## src/logic/its_pkg.sv

```systemverilog
// constants and types shared by the two-wire target and its input filter
package its_pkg;

  // bus identity and protocol figures
  localparam logic [6:0] ITS_DEV_ADDR = 7'h60;
  localparam logic [4:0] ITS_HS_CODE = 5'h01;
  localparam logic ITS_WRITE_DIR = 1'h1;
  localparam logic [3:0] ITS_BITS_PER_BYTE = 4'h8;

  // register map: five plain registers, one status, the rest unimplemented
  localparam int unsigned ITS_CFG_NUM = 5;
  localparam logic [2:0] ITS_STATUS_IDX = 3'h5;
  localparam int unsigned ITS_WARN_BIT = 0;
  localparam int unsigned ITS_TSD_BIT = 1;
  localparam logic [39:0] ITS_CFG_DEFAULT = 40'h00_00_00_00_00;

  // glitch filter: pulses shorter than this are dropped
  localparam int unsigned ITS_CLK_PERIOD_NS = 10;
  localparam int unsigned ITS_FILTER_NS = 30;
  localparam int unsigned ITS_FILTER_CYC = (ITS_FILTER_NS / ITS_CLK_PERIOD_NS < 1) ? 1 :
    ITS_FILTER_NS / ITS_CLK_PERIOD_NS;

  // filtered inputs: index and idle value
  localparam int unsigned ITS_IN_NUM = 7;
  localparam int unsigned ITS_IN_SCL = 0;
  localparam int unsigned ITS_IN_SDA = 1;
  localparam int unsigned ITS_IN_ANALOG_UV = 2;
  localparam int unsigned ITS_IN_VDD_UV = 3;
  localparam int unsigned ITS_IN_WARN = 4;
  localparam int unsigned ITS_IN_OVER = 5;
  localparam int unsigned ITS_IN_COOL = 6;
  localparam logic [6:0] ITS_IN_INIT = 7'h03;

  typedef enum logic [2:0] {
    ST_IDLE,
    ST_ADDR,
    ST_AACK,
    ST_RX,
    ST_RACK,
    ST_TX,
    ST_TACK,
    ST_WAIT
  } its_state_t;

endpackage

```

## src/logic/its_target.sv

```systemverilog
// two-wire bus target with register file, thermal flags and supply lockout
`timescale 1ns/100ps
`default_nettype none
module its_target
  import its_pkg::*;
#(
  parameter logic [39:0] CFG_DEFAULT = ITS_CFG_DEFAULT
) (
  input wire logic ref_clk,
  input wire logic reset,
  input wire logic scl_in,
  input wire logic sda_in,
  output logic sda_out,
  output logic sda_oe_n,
  input wire logic analog_undervoltage_lockout,
  input wire logic vdd_undervoltage_lockout,
  input wire logic temp_above_warn,
  input wire logic temp_above_shutdown,
  input wire logic temp_cooled,
  output logic power_stage_en,
  output logic thermal_early_warning_flag,
  output logic thermal_shutdown_latched_flag,
  output logic hs_mode,
  output logic [39:0] cfg_out
);

  typedef struct packed {
    its_state_t st;
    logic [3:0] cnt;
    logic [7:0] sh;
    logic [7:0] tx;
    logic phase;
    logic [2:0] ptr;
    logic hs;
    logic nack;
    logic scl_q;
    logic sda_q;
    logic [4:0][7:0] cfg;
    logic warn;
    logic tsd_lat;
    logic tsd_act;
    logic pwr;
    logic oe_n;
    logic drv;
  } its_core_t;

  localparam its_core_t CORE_INIT = '{
    st: ST_IDLE, cnt: 4'h0, sh: 8'h00, tx: 8'h00, phase: 1'h0, ptr: 3'h0,
    hs: 1'h0, nack: 1'h0, scl_q: 1'h1, sda_q: 1'h1, cfg: CFG_DEFAULT,
    warn: 1'h0, tsd_lat: 1'h0, tsd_act: 1'h0, pwr: 1'h0, oe_n: 1'h1, drv: 1'h0
  };

  its_core_t core_reg;
  its_core_t core_next;

  logic [ITS_IN_NUM-1:0] raw;
  logic [ITS_IN_NUM-1:0] flt;
  logic scl_s;
  logic sda_s;
  logic uv_any;
  logic rise;
  logic fall;
  logic start_evt;
  logic stop_evt;
  logic addr_done;
  logic addr_hit;
  logic hs_hit;
  logic commit;
  logic load;
  logic [7:0] rd_byte;
  logic [7:0] status;

  // every outside level is synchronised and deglitched alike
  assign raw = {temp_cooled, temp_above_shutdown, temp_above_warn,
    vdd_undervoltage_lockout, analog_undervoltage_lockout, sda_in, scl_in};

  genvar gi;
  generate
    for (gi = 0; gi < ITS_IN_NUM; gi++) begin : g_in
      its_pin_filter #(
        .LEN(ITS_FILTER_CYC),
        .INIT(ITS_IN_INIT[gi])
      ) u_filt (
        .ref_clk(ref_clk),
        .reset(reset),
        .raw_in(raw[gi]),
        .clean_out(flt[gi])
      );
    end
  endgenerate

  assign scl_s = flt[ITS_IN_SCL];
  assign sda_s = flt[ITS_IN_SDA];
  assign uv_any = flt[ITS_IN_ANALOG_UV] | flt[ITS_IN_VDD_UV];

  // bus events from the filtered lines
  always_comb begin
    rise = scl_s & ~core_reg.scl_q;
    fall = ~scl_s & core_reg.scl_q;
    start_evt = scl_s & core_reg.scl_q & core_reg.sda_q & ~sda_s;
    stop_evt = scl_s & core_reg.scl_q & ~core_reg.sda_q & sda_s;
    addr_done = (core_reg.st == ST_ADDR) & fall & (core_reg.cnt == ITS_BITS_PER_BYTE);
    // general call and ten-bit headers never equal our address
    addr_hit = addr_done & ~uv_any & (core_reg.sh[7:1] == ITS_DEV_ADDR);
    hs_hit = addr_done & ~uv_any & (core_reg.sh[7:3] == ITS_HS_CODE);
    commit = (core_reg.st == ST_RACK) & fall & core_reg.phase & ~uv_any;
    load = fall & ~uv_any & (((core_reg.st == ST_AACK) & (core_reg.sh[0] != ITS_WRITE_DIR))
      | ((core_reg.st == ST_TACK) & ~core_reg.nack));
  end

  // read mux: status byte, plain registers, zero for holes
  always_comb begin
    status = 8'h00;
    status[ITS_WARN_BIT] = core_reg.warn;
    status[ITS_TSD_BIT] = core_reg.tsd_lat;
    if (core_reg.ptr < 3'(ITS_CFG_NUM)) begin
      rd_byte = core_reg.cfg[core_reg.ptr];
    end else if (core_reg.ptr == ITS_STATUS_IDX) begin
      rd_byte = status;
    end else begin
      rd_byte = 8'h00;
    end
  end

  // protocol engine, thermal state and supply lockout
  always_comb begin
    core_next = core_reg;
    core_next.scl_q = scl_s;
    core_next.sda_q = sda_s;

    // sample on rising SCL, change our drive only after falling SCL
    case (core_reg.st)
      ST_IDLE: begin
        core_next.oe_n = 1'h1;
      end
      ST_ADDR, ST_RX: begin
        if (rise && core_reg.cnt < ITS_BITS_PER_BYTE) begin
          core_next.sh = {core_reg.sh[6:0], sda_s};
          core_next.cnt = core_reg.cnt + 4'h1;
        end else if (fall && core_reg.cnt == ITS_BITS_PER_BYTE) begin
          core_next.cnt = 4'h0;
          if (core_reg.st == ST_RX) begin
            core_next.oe_n = 1'h0;
            core_next.st = ST_RACK;
          end else if (addr_hit) begin
            core_next.oe_n = 1'h0;
            core_next.st = ST_AACK;
          end else begin
            if (hs_hit) begin
              core_next.hs = 1'h1;
            end
            core_next.st = ST_WAIT;
          end
        end
      end
      ST_AACK: begin
        if (fall) begin
          core_next.oe_n = 1'h1;
          if (core_reg.sh[0] == ITS_WRITE_DIR) begin
            core_next.phase = 1'h0;
            core_next.st = ST_RX;
          end else begin
            core_next.tx = rd_byte;
            core_next.oe_n = rd_byte[7];
            core_next.st = ST_TX;
          end
        end
      end
      ST_RACK: begin
        if (fall) begin
          core_next.oe_n = 1'h1;
          core_next.st = ST_RX;
          if (!core_reg.phase) begin
            core_next.ptr = core_reg.sh[2:0];
            core_next.phase = 1'h1;
          end else if (core_reg.ptr < 3'(ITS_CFG_NUM)) begin
            core_next.cfg[core_reg.ptr] = core_reg.sh;
          end else if (core_reg.ptr == ITS_STATUS_IDX && core_reg.sh[ITS_TSD_BIT]) begin
            core_next.tsd_lat = 1'h0;
          end
        end
      end
      ST_TX: begin
        if (fall) begin
          if (core_reg.cnt + 4'h1 == ITS_BITS_PER_BYTE) begin
            core_next.cnt = 4'h0;
            core_next.oe_n = 1'h1; // controller acknowledges
            core_next.st = ST_TACK;
          end else begin
            core_next.cnt = core_reg.cnt + 4'h1;
            core_next.tx = {core_reg.tx[6:0], 1'h0};
            core_next.oe_n = core_reg.tx[6];
          end
        end
      end
      ST_TACK: begin
        if (rise) begin
          core_next.nack = sda_s;
        end else if (fall) begin
          if (core_reg.nack) begin
            core_next.st = ST_WAIT;
          end else begin
            core_next.tx = rd_byte;
            core_next.oe_n = rd_byte[7];
            core_next.st = ST_TX;
          end
        end
      end
      ST_WAIT: begin
        core_next.oe_n = 1'h1;
      end
      default: begin
        core_next.st = ST_IDLE;
        core_next.oe_n = 1'h1;
      end
    endcase

    // a repeated start keeps the register index for the read that follows
    if (start_evt) begin
      core_next.st = ST_ADDR;
      core_next.cnt = 4'h0;
      core_next.oe_n = 1'h1;
    end
    if (stop_evt) begin
      core_next.st = ST_IDLE;
      core_next.oe_n = 1'h1;
      core_next.hs = 1'h0;
    end

    // thermal: live warning, hysteretic shutdown, sticky shutdown flag
    core_next.warn = flt[ITS_IN_WARN];
    if (flt[ITS_IN_OVER]) begin
      core_next.tsd_act = 1'h1;
    end else if (flt[ITS_IN_COOL]) begin
      core_next.tsd_act = 1'h0;
    end
    // set wins over a host clear in the same cycle
    if (flt[ITS_IN_OVER]) begin
      core_next.tsd_lat = 1'h1;
    end
    core_next.pwr = ~flt[ITS_IN_ANALOG_UV] & ~core_next.tsd_act;

    // lockout of either supply wipes everything but the SCL and SDA samples back to defaults
    if (uv_any) begin
      core_next = CORE_INIT;
      core_next.scl_q = scl_s;
      core_next.sda_q = sda_s;
    end
  end

  always_ff @(posedge ref_clk or posedge reset) begin
    if (reset) begin
      core_reg <= CORE_INIT;
    end else begin
      core_reg <= core_next;
    end
  end

  // open drain: only ever pulls low, never drives high
  assign sda_out = core_reg.drv;
  assign sda_oe_n = core_reg.oe_n;
  assign power_stage_en = core_reg.pwr;
  assign thermal_early_warning_flag = core_reg.warn;
  assign thermal_shutdown_latched_flag = core_reg.tsd_lat;
  assign hs_mode = core_reg.hs;
  assign cfg_out = core_reg.cfg;
endmodule
`default_nettype wire

```

## src/logic/its_pin_filter.sv

```systemverilog
// two-flop synchroniser followed by a stability filter for one input
`timescale 1ns/100ps
`default_nettype none
module its_pin_filter
  import its_pkg::*;
#(
  parameter int unsigned LEN = 3,
  parameter logic INIT = 1'h1
) (
  input wire logic ref_clk,
  input wire logic reset,
  input wire logic raw_in,
  output logic clean_out
);

  typedef struct packed {
    logic s1;
    logic s2;
    logic [3:0] cnt;
    logic clean;
  } its_filt_t;

  localparam its_filt_t FILT_INIT = '{s1: INIT, s2: INIT, cnt: 4'h0, clean: INIT};
  localparam logic [3:0] LAST = 4'(LEN - 1);

  its_filt_t filt_reg;
  its_filt_t filt_next;

  // output follows only after LEN equal samples, so short spikes vanish
  always_comb begin
    filt_next = filt_reg;
    filt_next.s1 = raw_in;
    filt_next.s2 = filt_reg.s1;
    if (filt_reg.s2 == filt_reg.clean) begin
      filt_next.cnt = 4'h0;
    end else if (filt_reg.cnt >= LAST) begin
      filt_next.clean = filt_reg.s2;
      filt_next.cnt = 4'h0;
    end else begin
      filt_next.cnt = filt_reg.cnt + 4'h1;
    end
  end

  always_ff @(posedge ref_clk or posedge reset) begin
    if (reset) begin
      filt_reg <= FILT_INIT;
    end else begin
      filt_reg <= filt_next;
    end
  end

  assign clean_out = filt_reg.clean;

endmodule
`default_nettype wire

```

## config.mk

```make
export PLATFORM = sky130hd
export DESIGN_NAME = its_target
export DESIGN_NICKNAME = d
export VERILOG_FILES = /design/src/logic/its_pkg.sv /design/src/logic/its_target.sv /design/src/logic/its_pin_filter.sv
export SDC_FILE = /design/constraint.sdc
export NUM_CORES = 1
export LEC_CHECK = 0
export BUFFER_PORTS_ARGS = -buffer_cell sky130_fd_sc_hd__buf_4
export CAP_MARGIN = 20
export CORE_UTILIZATION = 30
export CTS_CLUSTER_SIZE = 30
export DETAILED_ROUTE_END_ITERATION = 10
export HOLD_SLACK_MARGIN = 0.08
export SYNTH_ARGS = -nofsm -noshare
export SYNTH_HDL_FRONTEND = slang
export SYNTH_SLANG_ARGS = --single-unit
```

## constraint.sdc

```tcl
create_clock -name ref_clk -period 11.29 [get_ports ref_clk]
set_clock_uncertainty 0.1 [all_clocks]
set_input_delay 1.6935 -clock ref_clk [delete_from_list [all_inputs] [get_ports ref_clk]]
set_output_delay 1.6935 -clock ref_clk [all_outputs]
set_load 0.02 [all_outputs]
```

-- After elaboration in Yosys (flattened, before gate mapping)
Cells that the tools add are included.
- bits of input ports: 9
- word-level logic and storage cells: 275
- register bits: 124
- add/sub/neg operators: 8
- order comparisons: 11
- bitwise logic cells: 28
- eq/ne operators: 45
- muxes and demuxes: 91
- reduce and logical (&&, ||, !) cells: 44
- operator list (kind ; count):
    $mux 40 ; 4
    $mux 8 ; 11
    $mux 77 ; 1
    $mux 4 ; 17
    $ne 5x5->1 const B ; 10
    $bwmux 40 ; 1
    $mux 3 ; 12
    $ne 3x3->1 const B ; 12
    $add 4x1->4 const B ; 8
    $mux 1 ; 32
    $ge 4x2->1 const B ; 7
    $bmux 8 s3 ; 1
    $demux 8 s3 ; 1
    $pmux 8 s3 ; 1
    $reduce_bool 3->1 ; 8
    $mux 7 ; 3
    $reduce_and 2->1 ; 9
    $reduce_and 9->1 ; 2
    $reduce_bool 2->1 ; 8
    $eq 3x3->1 const B ; 5
    $pmux 3 s5 ; 1
    $not 1->1 ; 14
    $and 1x1->1 ; 13
    $mux 9 ; 1
    other kinds (29) ; 45

-- Logic depth before layout (Yosys ltp)
Gate-level depths: netlist of the first run.
- word-level depth: 14
- gate-level depth with buffers: 8

-- Hierarchy
From an unflattened synthesis of the first run, not the netlist that was laid out.
- cell total of the unflattened synthesis: 583
- area, all modules: 6150.9 µm²
- by module, submodules not included (module ; times used ; area each (µm²) ; cells each ; seq. area each (µm²)):
    its_target ; 1 ; 4295.4 ; 457 ; 1880.6
    its_pin_filter (g_in[2].u_filt ...) ; 5 ; 264.0 ; 18 ; 175.2
    its_pin_filter (g_in[0].u_filt ...) ; 2 ; 267.8 ; 18 ; 178.9

-- Least setup slack after synthesis of the first run
No wires, ideal clock.
- path type: reg2out
- start point: register core_reg, in the netlist sda_oe_n
- end point: output port sda_oe_n
- data arrival time: 563 ps
- data required time: 9497 ps
- stages on the path, launching flop included: 1
- slack: 8934 ps
- cell sequence: dfstp_2
- RTL lines (what ; RTL line ; text):
    start, declared ; its_target.sv:53 ; its_core_t core_reg;
    start signal, assigned ; its_target.sv:255 ; core_reg <= core_next;
    end, declared ; its_target.sv:14 ; output logic sda_oe_n,
No word-level cell between the ends.

-- Final worst setup path of the first run
- start point: register core_reg, in the netlist sda_oe_n
- end point: output port sda_oe_n
No word-level cell between the ends.

==> results of run 1 <==
per-stage QoR:
stage | cells | instance area (um^2)
floorplan | 600 | 6190
global placement | 851 | 6480
detailed placement | 851 | 6480
CTS | 883 | 7040
global route | 883 | 7040
finish | 883 | 7040
worst min-delay path by stage:
stage,start,to,slack [ns],cells after the start
after floorplan,g_in[2].u_filt.filt_next[5],g_in[2].u_filt.filt_reg[5],0.23,0
after global placement,g_in[6].u_filt.filt_next[5],g_in[6].u_filt.filt_reg[5],0.23,0
after detailed placement,g_in[3].u_filt.filt_next[5],g_in[3].u_filt.filt_reg[5],0.23,0
after CTS,g_in[2].u_filt.filt_next[5],g_in[2].u_filt.filt_reg[5],0.25,0
after global routing,g_in[3].u_filt.filt_next[5],g_in[3].u_filt.filt_reg[5],0.25,0
final,g_in[6].u_filt.filt_next[5],g_in[6].u_filt.filt_reg[5],0.25,0
routing by layer:
metal  vias to the layer above  track usage [%]  part of all wire, %
li1                       2040                -                    -
met1                      2095             19.8                   48
met2                        86             21.2                   47
met3                        19             2.79                  4.0
met4                         0             5.21                  1.2
met5                         -                0                    0
cells by family after synthesis:
family | after synthesis
buf+inv | 95
other cells | 1
compound gates | 103
simple gates | 200
fa+ha+maj | 17
mux | 44
xor+xnor | 9
flops | 124
placed cells by master (no fill, tap or decap), drive strengths merged, types with 12 or more instances in the layout:
master,instances
a21oi,37
buf,58
clkbuf,19
dfrtp,115
ha,17
inv,21
mux2,12
mux2i,26
nand2,36
nand3,23
nor2,81
o21ai,18
layout make-up:
cell class	count	share of cell area [%]
Clock buffer	19	6.29
Sequential cell	124	44.2
Tap cell	270	4.80
Inverter	18	0.995
Multi-Input combinational cell	381	35.9
Clock inverter	13	1.65
Timing Repair Buffer	58	6.18
power by group through the flow:
stage	clock [uW]	sequential [uW]	combinational, uW
2_1_floorplan	0	491	86.2
3_3_place_gp	0	501	106
3_5_place_dp	0	502	107
4_1_cts	523	494	107
5_1_grt	545	498	121
6_report	511	494	106
==> results.sh, run 1 <==
export IMPL_cp_end_kind="primary output"
export IMPL_grt_max_degree=73
export IMPL_path_delay_family="flip-flops"
export IMPL_synth_top_family_by_area="simple AND/OR/NAND/NOR gates"
export IMPL_boundaryPins=55
export IMPL_crit_end="sda_oe_n"
export IMPL_synth_common_cells="115 x dfrtp_1, 81 x nor2_1, 44 x buf_4"
export IMPL_relSlewSlack_pct=42.7
export IMPL_syn_area_per_cell_um2=10.4
export IMPL_ys_types=68
export IMPL_peakVddDrop_mv=0.101
export IMPL_p_clk_share_pct=46.0
export IMPL_dp_hpwl_um=9180
export IMPL_fin_tns_setup_ns=0
export IMPL_power_frac_comb_pct=9.6
export IMPL_pwr_density_cell_nw_per_um2=158
export IMPL_finalWirelength_um=13800
export IMPL_seqPwrFrac_pct=44.4
export IMPL_synthXorXnorAreaFrac_pct=1.28
export IMPL_max_cap_viol_count=0
export IMPL_rr_startpoint="core_reg[76]"
export IMPL_die_w_um=145
export IMPL_cp_max_fo=2
export IMPL_htreeDepth=4
export IMPL_synth_adder_area_share_pct=3.45
export IMPL_finalHoldViolations=0
export IMPL_vias_per_cell=4.80
export IMPL_place_ws_ns=7.96
export IMPL_diodes=0
export IMPL_tightestPinTransition_ns=0.854
export IMPL_wl_per_cell_um=15.6
export IMPL_setup_violations=0
export IMPL_fin_crit_ns=2.88
export IMPL_drive_gt1_share_pct=20.9
export IMPL_yosysWarnings=0
export IMPL_clockRootBuffer="clkbuf_16"
export IMPL_cts_made_buffers=17
export IMPL_fin_crit_sh_pct=25.5
export IMPL_cts_repair_resized=0
export IMPL_io_buffers=53
export IMPL_synth_compound_area_share_pct=11.0
export IMPL_fin_nets=626
export IMPL_synth_async_sr_flop_share_pct=100
export IMPL_crit_start="sda_oe_n"
export IMPL_drt_iter0_drc=265
export IMPL_clk_pin_slew_worst_paths_ns=0.06
export IMPL_cp_depth=1
export IMPL_path_cells="buf_4"
export IMPL_holdBufCountCts=0
export IMPL_required_ns=9.50
export IMPL_netlist_instances=593
export IMPL_final_max_slew_violation_count=0
export IMPL_gp_congestion=0.778
export IMPL_grt_antenna_before_repair=0
export IMPL_grt_pass1_wl_um=23100
export IMPL_yosys_top_cells_area="dfrtp_1 47%, buf_4 5.4%, nor2_1 4.9%, mux2i_1 4.2%, dfstp_2 3.8%"
export IMPL_nFillCells=2062
export IMPL_path_buf_inv=1
export IMPL_vias=4240
export IMPL_critPathMaxStageDelay_ns=0.54
export IMPL_setup_ws_ns=8.41
export IMPL_p_sw_uw=295
export IMPL_worstSetupPathType="reg -> out"
export IMPL_yosysMostFrequentCell="dfrtp_1"
export IMPL_grt_pass1_vias=4166
export IMPL_reg2reg_to="cfg_out[30]"
export IMPL_r2r_slack_ns=8.67
export IMPL_seq_area_um2=3110
export IMPL_rsz0062_at_grt="no"
export IMPL_status="completed"
export IMPL_max_clock_freq_mhz=347
export IMPL_grtUsageTotal_pct=14.0
export IMPL_dr_pass1_iters=5
export IMPL_worst_setup_path_start_kind="flip-flop"
export IMPL_reg2regPathDepth=4
export IMPL_route_detailed_drc=0
export IMPL_p_int_uw=816
export IMPL_synth_simple_area_share_pct=16.1
export IMPL_clk_path_buf_depth=2
export IMPL_multi_input_area_um2=2530
export IMPL_core_area_um2=20200
export IMPL_yosysSeqAreaShare_pct=50.5
export IMPL_die_area_um2=21100
export IMPL_cts_sinks=124
export IMPL_p_total_uw=1110
export IMPL_p_leak_uw=0.00319
export IMPL_fp_row_count=52
export IMPL_whs_ns=0.246
export IMPL_ys_flop_type="dfrtp_1"
export IMPL_synth_seq_cells=124
export IMPL_netlist_top_cell_by_area="dfrtp_1"
export IMPL_ant_nets=0
export IMPL_dieHeight_um=145
export IMPL_synth_edf_count=0
export IMPL_cts_setup_buffers=0
export IMPL_cts_tree="yes"
export IMPL_largest_reg_flops=40
export IMPL_postLayoutCoreUtil_pct=34.9
export IMPL_slowest_stage="dfstp_2"
export IMPL_clock_latency_ns=0.42
export IMPL_netlist_area_um2=6160
export IMPL_switching_share_pct=26.6
export IMPL_worstHoldPathType="reg -> reg"
export IMPL_overflow=0
export IMPL_cp_data_arrival_time_ns=1.09
export IMPL_synthMuxAreaShare_pct=8.61
export IMPL_start_util_pct=30.6
export IMPL_synth_top_area_share_pct=46.7
export IMPL_area_growth_pct=14.3
Note: power is estimated with default switching activity, not from simulation.
==> inputs of run 2 (changes only) <==
Clock period 11.29 ns to 2.6 ns, I/O delays scaled along.
==> results.sh, run 2 (synthesis results as in run 1) <==
export IMPL_status="completed"
export IMPL_p_sw_uw=1240
export IMPL_vias=4297
export IMPL_clk_pin_slew_worst_paths_ns=0.05
export IMPL_clockRootBuffer="clkbuf_16"
export IMPL_worstHoldPathType="reg -> reg"
export IMPL_required_ns=2.79
export IMPL_drive_gt1_share_pct=22.4
export IMPL_gp_congestion=0.823
export IMPL_p_total_uw=4980
export IMPL_tightestPinTransition_ns=0.679
export IMPL_route_detailed_drc=0
export IMPL_core_area_um2=20200
export IMPL_max_cap_viol_count=0
export IMPL_boundaryPins=55
export IMPL_cts_made_buffers=17
export IMPL_cp_data_arrival_time_ns=2.47
export IMPL_p_leak_uw=0.00332
export IMPL_fin_tns_setup_ns=0
export IMPL_vias_per_cell=4.74
export IMPL_reg2regPathDepth=6
export IMPL_rr_startpoint="core_reg[71]"
export IMPL_pwr_density_cell_nw_per_um2=683
export IMPL_layout_commonest_cell="dfrtp_1"
export IMPL_peakVddDrop_mv=0.398
export IMPL_htreeDepth=4
export IMPL_dp_hpwl_um=9710
export IMPL_grt_max_degree=71
export IMPL_fp_row_count=52
export IMPL_final_max_slew_violation_count=0
export IMPL_grt_pass1_vias=4160
export IMPL_worst_hold_path_num_cells=0
export IMPL_fin_crit_ns=2.28
export IMPL_p_clk_share_pct=47.2
export IMPL_wl_per_cell_um=15.1
export IMPL_io_buffers=53
export IMPL_grtUsageTotal_pct=13.5
export IMPL_finalWirelength_um=13700
export IMPL_worst_setup_path_start_kind="flip-flop"
export IMPL_dieHeight_um=145
export IMPL_seqPwrFrac_pct=43.0
export IMPL_min_from="g_in[1].u_filt.filt_next[5]"
export IMPL_grt_pass1_wl_um=22300
export IMPL_die_area_um2=21100
export IMPL_finalHoldViolations=0
export IMPL_power_frac_comb_pct=9.8
export IMPL_cp_max_fo=7
export IMPL_layout_common_cells="115 x dfrtp_1, 81 x nor2_1, 73 x buf_4, 37 x a21oi_1, 35 x nand2_1"
export IMPL_setup_violations=0
export IMPL_clk_path_buf_depth=2
export IMPL_ant_nets=0
export IMPL_area_growth_pct=18.4
export IMPL_rsz0062_at_grt="no"
export IMPL_switching_share_pct=25.0
export IMPL_fin_crit_sh_pct=87.6
export IMPL_relSlewSlack_pct=54.3
export IMPL_r2r_slack_ns=0.32
export IMPL_cts_sinks=124
export IMPL_dr_pass1_iters=5
export IMPL_start_util_pct=30.6
export IMPL_drt_iter0_drc=323
export IMPL_min_to="g_in[1].u_filt.filt_reg[5]"
export IMPL_p_int_uw=3740
export IMPL_fin_nets=650
export IMPL_clock_latency_ns=0.41
export IMPL_overflow=0
export IMPL_max_clock_freq_mhz=439
export IMPL_largest_reg_flops=40
export IMPL_diodes=0
export IMPL_worstSetupPathType="reg -> reg"
export IMPL_cp_end_kind="flip-flop"
export IMPL_reg2reg_to="core_reg[73]"
export IMPL_grt_antenna_before_repair=0
export IMPL_cts_setup_buffers=0
export IMPL_die_w_um=145
export IMPL_cts_tree="yes"
-- run 2: final cells by class --
cell class	count	area [um^2]
clock inverter	9	110
sequential	124	3110
clock buffer	23	488
fill	2058	12900
inverter	18	71.3
tap	270	338
timing repair buffer	82	648
multi-input combinational	381	2530
-- run 2: critical path: stages (launching register included) --
cell and delay [ns]:
dfrtp_1 0.44, ha_1 0.29, and2_1 0.16, a21oi_1 0.10
o21ai_0 0.57, a211oi_2 0.19, a221o_1 0.31
-- run 2: metal layers --
metal / track usage [%] / vias to the layer above / routed length, um
li1: - / 2079 / -
met3: 3.17 / 11 / 630
met2: 20.5 / 99 / 6400
met1: 18.9 / 2108 / 6490
met5: 0 / - / 0
met4: 4.58 / 0 / 179
-- run 2: what timing repair did --
action                                 in CTS  in global routing
hold buffers                                8                  0
resized for setup                           0                  0
endpoints found under the hold margin      28                  0
-- run 2: metrics by stage --
step | cells | hold slack (ns) | setup slack (ns) | instance area (um^2) | utilization, %
after floorplan | 600 | 0.231 | 0.571 | 6190 | -
after global placement | 867 | 0.234 | 0.362 | 6620 | 32.8
after detailed placement | 867 | 0.236 | 0.351 | 6620 | 32.8
after CTS | 907 | 0.248 | 0.316 | 7300 | 36.2
after global routing | 907 | 0.253 | 0.126 | 7300 | 36.2
final | 907 | 0.250 | 0.324 | 7300 | 36.2
-- run 2: power by group through the flow --
stage,sequential (uW),clock [uW],combinational (uW)
2_1_floorplan,2130,0,375
3_3_place_gp,2170,0,481
3_5_place_dp,2180,0,485
4_1_cts,2140,2400,496
5_1_grt,2160,2490,550
6_report,2140,2350,490
-- run 2: worst max-delay path by stage --
stage                              from            to  slack, ns  cells past startpoint
2_1_floorplan  g_in[0].u_filt.clean_out  core_reg[73]       0.57                      6
3_3_place_gp               core_reg[71]  core_reg[73]       0.36                      6
3_5_place_dp               core_reg[71]  core_reg[73]       0.35                      6
4_1_cts                    core_reg[71]  core_reg[73]       0.32                      6
5_1_grt                    core_reg[71]  core_reg[73]       0.13                      6
6_report                   core_reg[71]  core_reg[73]       0.32                      6
==> inputs of run 3 (changes only) <==
Settings changed: MAX_ROUTING_LAYER set to met4.
==> results.sh, run 3 (synthesis results as in run 1) <==
export IMPL_reg2regPathDepth=6
export IMPL_ant_nets=0
export IMPL_max_cap_viol_count=0
export IMPL_cts_repair_resized=0
export IMPL_min_to="g_in[1].u_filt.filt_reg[5]"
export IMPL_route_detailed_drc=0
export IMPL_cts_made_buffers=17
export IMPL_overflow=0
export IMPL_r2r_slack_ns=0.32
export IMPL_layout_commonest_cell="dfrtp_1"
export IMPL_pwr_density_cell_nw_per_um2=683
export IMPL_clock_latency_ns=0.41
export IMPL_dp_hpwl_um=9710
export IMPL_slowest_stage="o21ai_0"
export IMPL_vias_per_cell=4.78
export IMPL_die_area_um2=21100
export IMPL_io_buffers=53
export IMPL_peakVddDrop_mv=0.398
export IMPL_path_buf_inv=0
export IMPL_fin_nets=650
export IMPL_worst_setup_path_start_kind="flip-flop"
export IMPL_layout_common_cells="115 x dfrtp_1, 81 x nor2_1, 73 x buf_4, 37 x a21oi_1, 35 x nand2_1"
export IMPL_diodes=0
export IMPL_p_total_uw=4980
export IMPL_vias=4338
export IMPL_clockRootBuffer="clkbuf_16"
export IMPL_path_cells="ha_1 > and2_1 > a21oi_1 > o21ai_0 > a211oi_2 > a221o_1"
export IMPL_dr_pass1_iters=5
export IMPL_tightestPinTransition_ns=0.679
export IMPL_wl_per_cell_um=15.1
export IMPL_fin_tns_setup_ns=0
export IMPL_drive_gt1_share_pct=22.4
export IMPL_met1_usage_pct=18.9
export IMPL_drt_iter0_drc=341
export IMPL_required_ns=2.79
export IMPL_grt_max_degree=71
export IMPL_fin_crit_ns=2.28
export IMPL_grt_pass1_vias=4141
export IMPL_relSlewSlack_pct=54.2
export IMPL_grt_use_met2_pct=20.5
export IMPL_reg2reg_to="core_reg[73]"
export IMPL_largest_reg_flops=40
export IMPL_min_from="g_in[1].u_filt.filt_next[5]"
export IMPL_dieHeight_um=145
export IMPL_cts_tree="yes"
export IMPL_status="completed"
export IMPL_postLayoutCoreUtil_pct=36.2
export IMPL_worstHoldPathType="reg -> reg"
export IMPL_p_leak_uw=0.00332
export IMPL_start_util_pct=30.6
export IMPL_rsz0062_at_grt="no"
export IMPL_cp_data_arrival_time_ns=2.47
export IMPL_grt_pass1_wl_um=22400
export IMPL_boundaryPins=55
export IMPL_clk_pin_slew_worst_paths_ns=0.05
export IMPL_cp_max_fo=7
export IMPL_cts_sinks=124
export IMPL_core_area_um2=20200
export IMPL_final_max_slew_violation_count=0
export IMPL_grt_use_met3_pct=3.04
export IMPL_area_growth_pct=18.4
export IMPL_fin_crit_sh_pct=87.5
export IMPL_max_clock_freq_mhz=440
export IMPL_fp_row_count=52
export IMPL_clk_path_buf_depth=2
export IMPL_busiest_layer="met2"
export IMPL_htreeDepth=4
export IMPL_path_delay_family="compound AO/OA/AOI/OAI gates"
export IMPL_finalWirelength_um=13700
export IMPL_grt_antenna_before_repair=0
export IMPL_setup_violations=0
export IMPL_die_w_um=145
export IMPL_worstSetupPathType="reg -> reg"
export IMPL_placedCellCount=867
export IMPL_rr_startpoint="core_reg[71]"
export IMPL_final_cells=907
export IMPL_cp_end_kind="flip-flop"
export IMPL_finalHoldViolations=0
export IMPL_grtUsageTotal_pct=13.9
export IMPL_gp_congestion=0.836
export IMPL_worst_hold_path_num_cells=0
export IMPL_critPathMaxStageDelay_ns=0.57
-- run 3: cell counts in the layout (fill, tap and decap cells not counted) --
No cell type changed its count.
-- run 3: worst max-delay path by stage --
stage / from / to / slack, ns / cells after the start
after floorplan: g_in[0].u_filt.clean_out / core_reg[73] / 0.57 / 6
after CTS: core_reg[71] / core_reg[73] / 0.32 / 6
final: core_reg[71] / core_reg[73] / 0.32 / 6
after detailed placement: core_reg[71] / core_reg[73] / 0.35 / 6
after global routing: core_reg[71] / core_reg[73] / 0.13 / 6
after global placement: core_reg[71] / core_reg[73] / 0.36 / 6
-- run 3: metal layers --
metal	vias to the layer above	part of all wire [%]
li1	2085	-
met1	2149	48
met2	87	46
met3	17	4.0
met4	0	1.5
met5	-	0
-- run 3: layout make-up --
| class | instances | area, um^2 |
|---|---|---|
| Fill cell | 2058 | 12900 |
| Multi-Input combinational cell | 381 | 2530 |
| Clock buffer | 23 | 488 |
| Timing Repair Buffer | 82 | 648 |
| Tap cell | 270 | 338 |
| Clock inverter | 9 | 110 |
| Sequential cell | 124 | 3110 |
| Inverter | 18 | 71.3 |
-- run 3: where the power goes --
part	internal [uW]	switching, uW	leakage (uW)
sequential	2040	107	0.00164
combinational	188	302	0.00139
clock	1510	838	0.000286
-- run 3: stage by stage --
step / setup slack, ns / area [um^2] / hold slack, ns
3_3_place_gp: 0.362 / 6620 / 0.234
5_1_grt: 0.126 / 7300 / 0.253
6_report: 0.325 / 7300 / 0.250
3_5_place_dp: 0.351 / 6620 / 0.236
4_1_cts: 0.316 / 7300 / 0.248
2_1_floorplan: 0.571 / 6190 / 0.231
-- run 3: worst reg2reg max path: cells and delay by family (launching register included) --
| kind | cells | cell delay, ns |
|---|---|---|
| compound gates | 4 | 1.17 |
| flops | 1 | 0.44 |
| fa+ha+maj | 1 | 0.29 |
| simple gates | 1 | 0.16 |
-- run 3: repair_timing --
| item | in CTS | in global routing |
|---|---|---|
| buffers inserted | 0 | 0 |
| hold buffers | 8 | 0 |
| hold endpoints to repair | 28 | 0 |
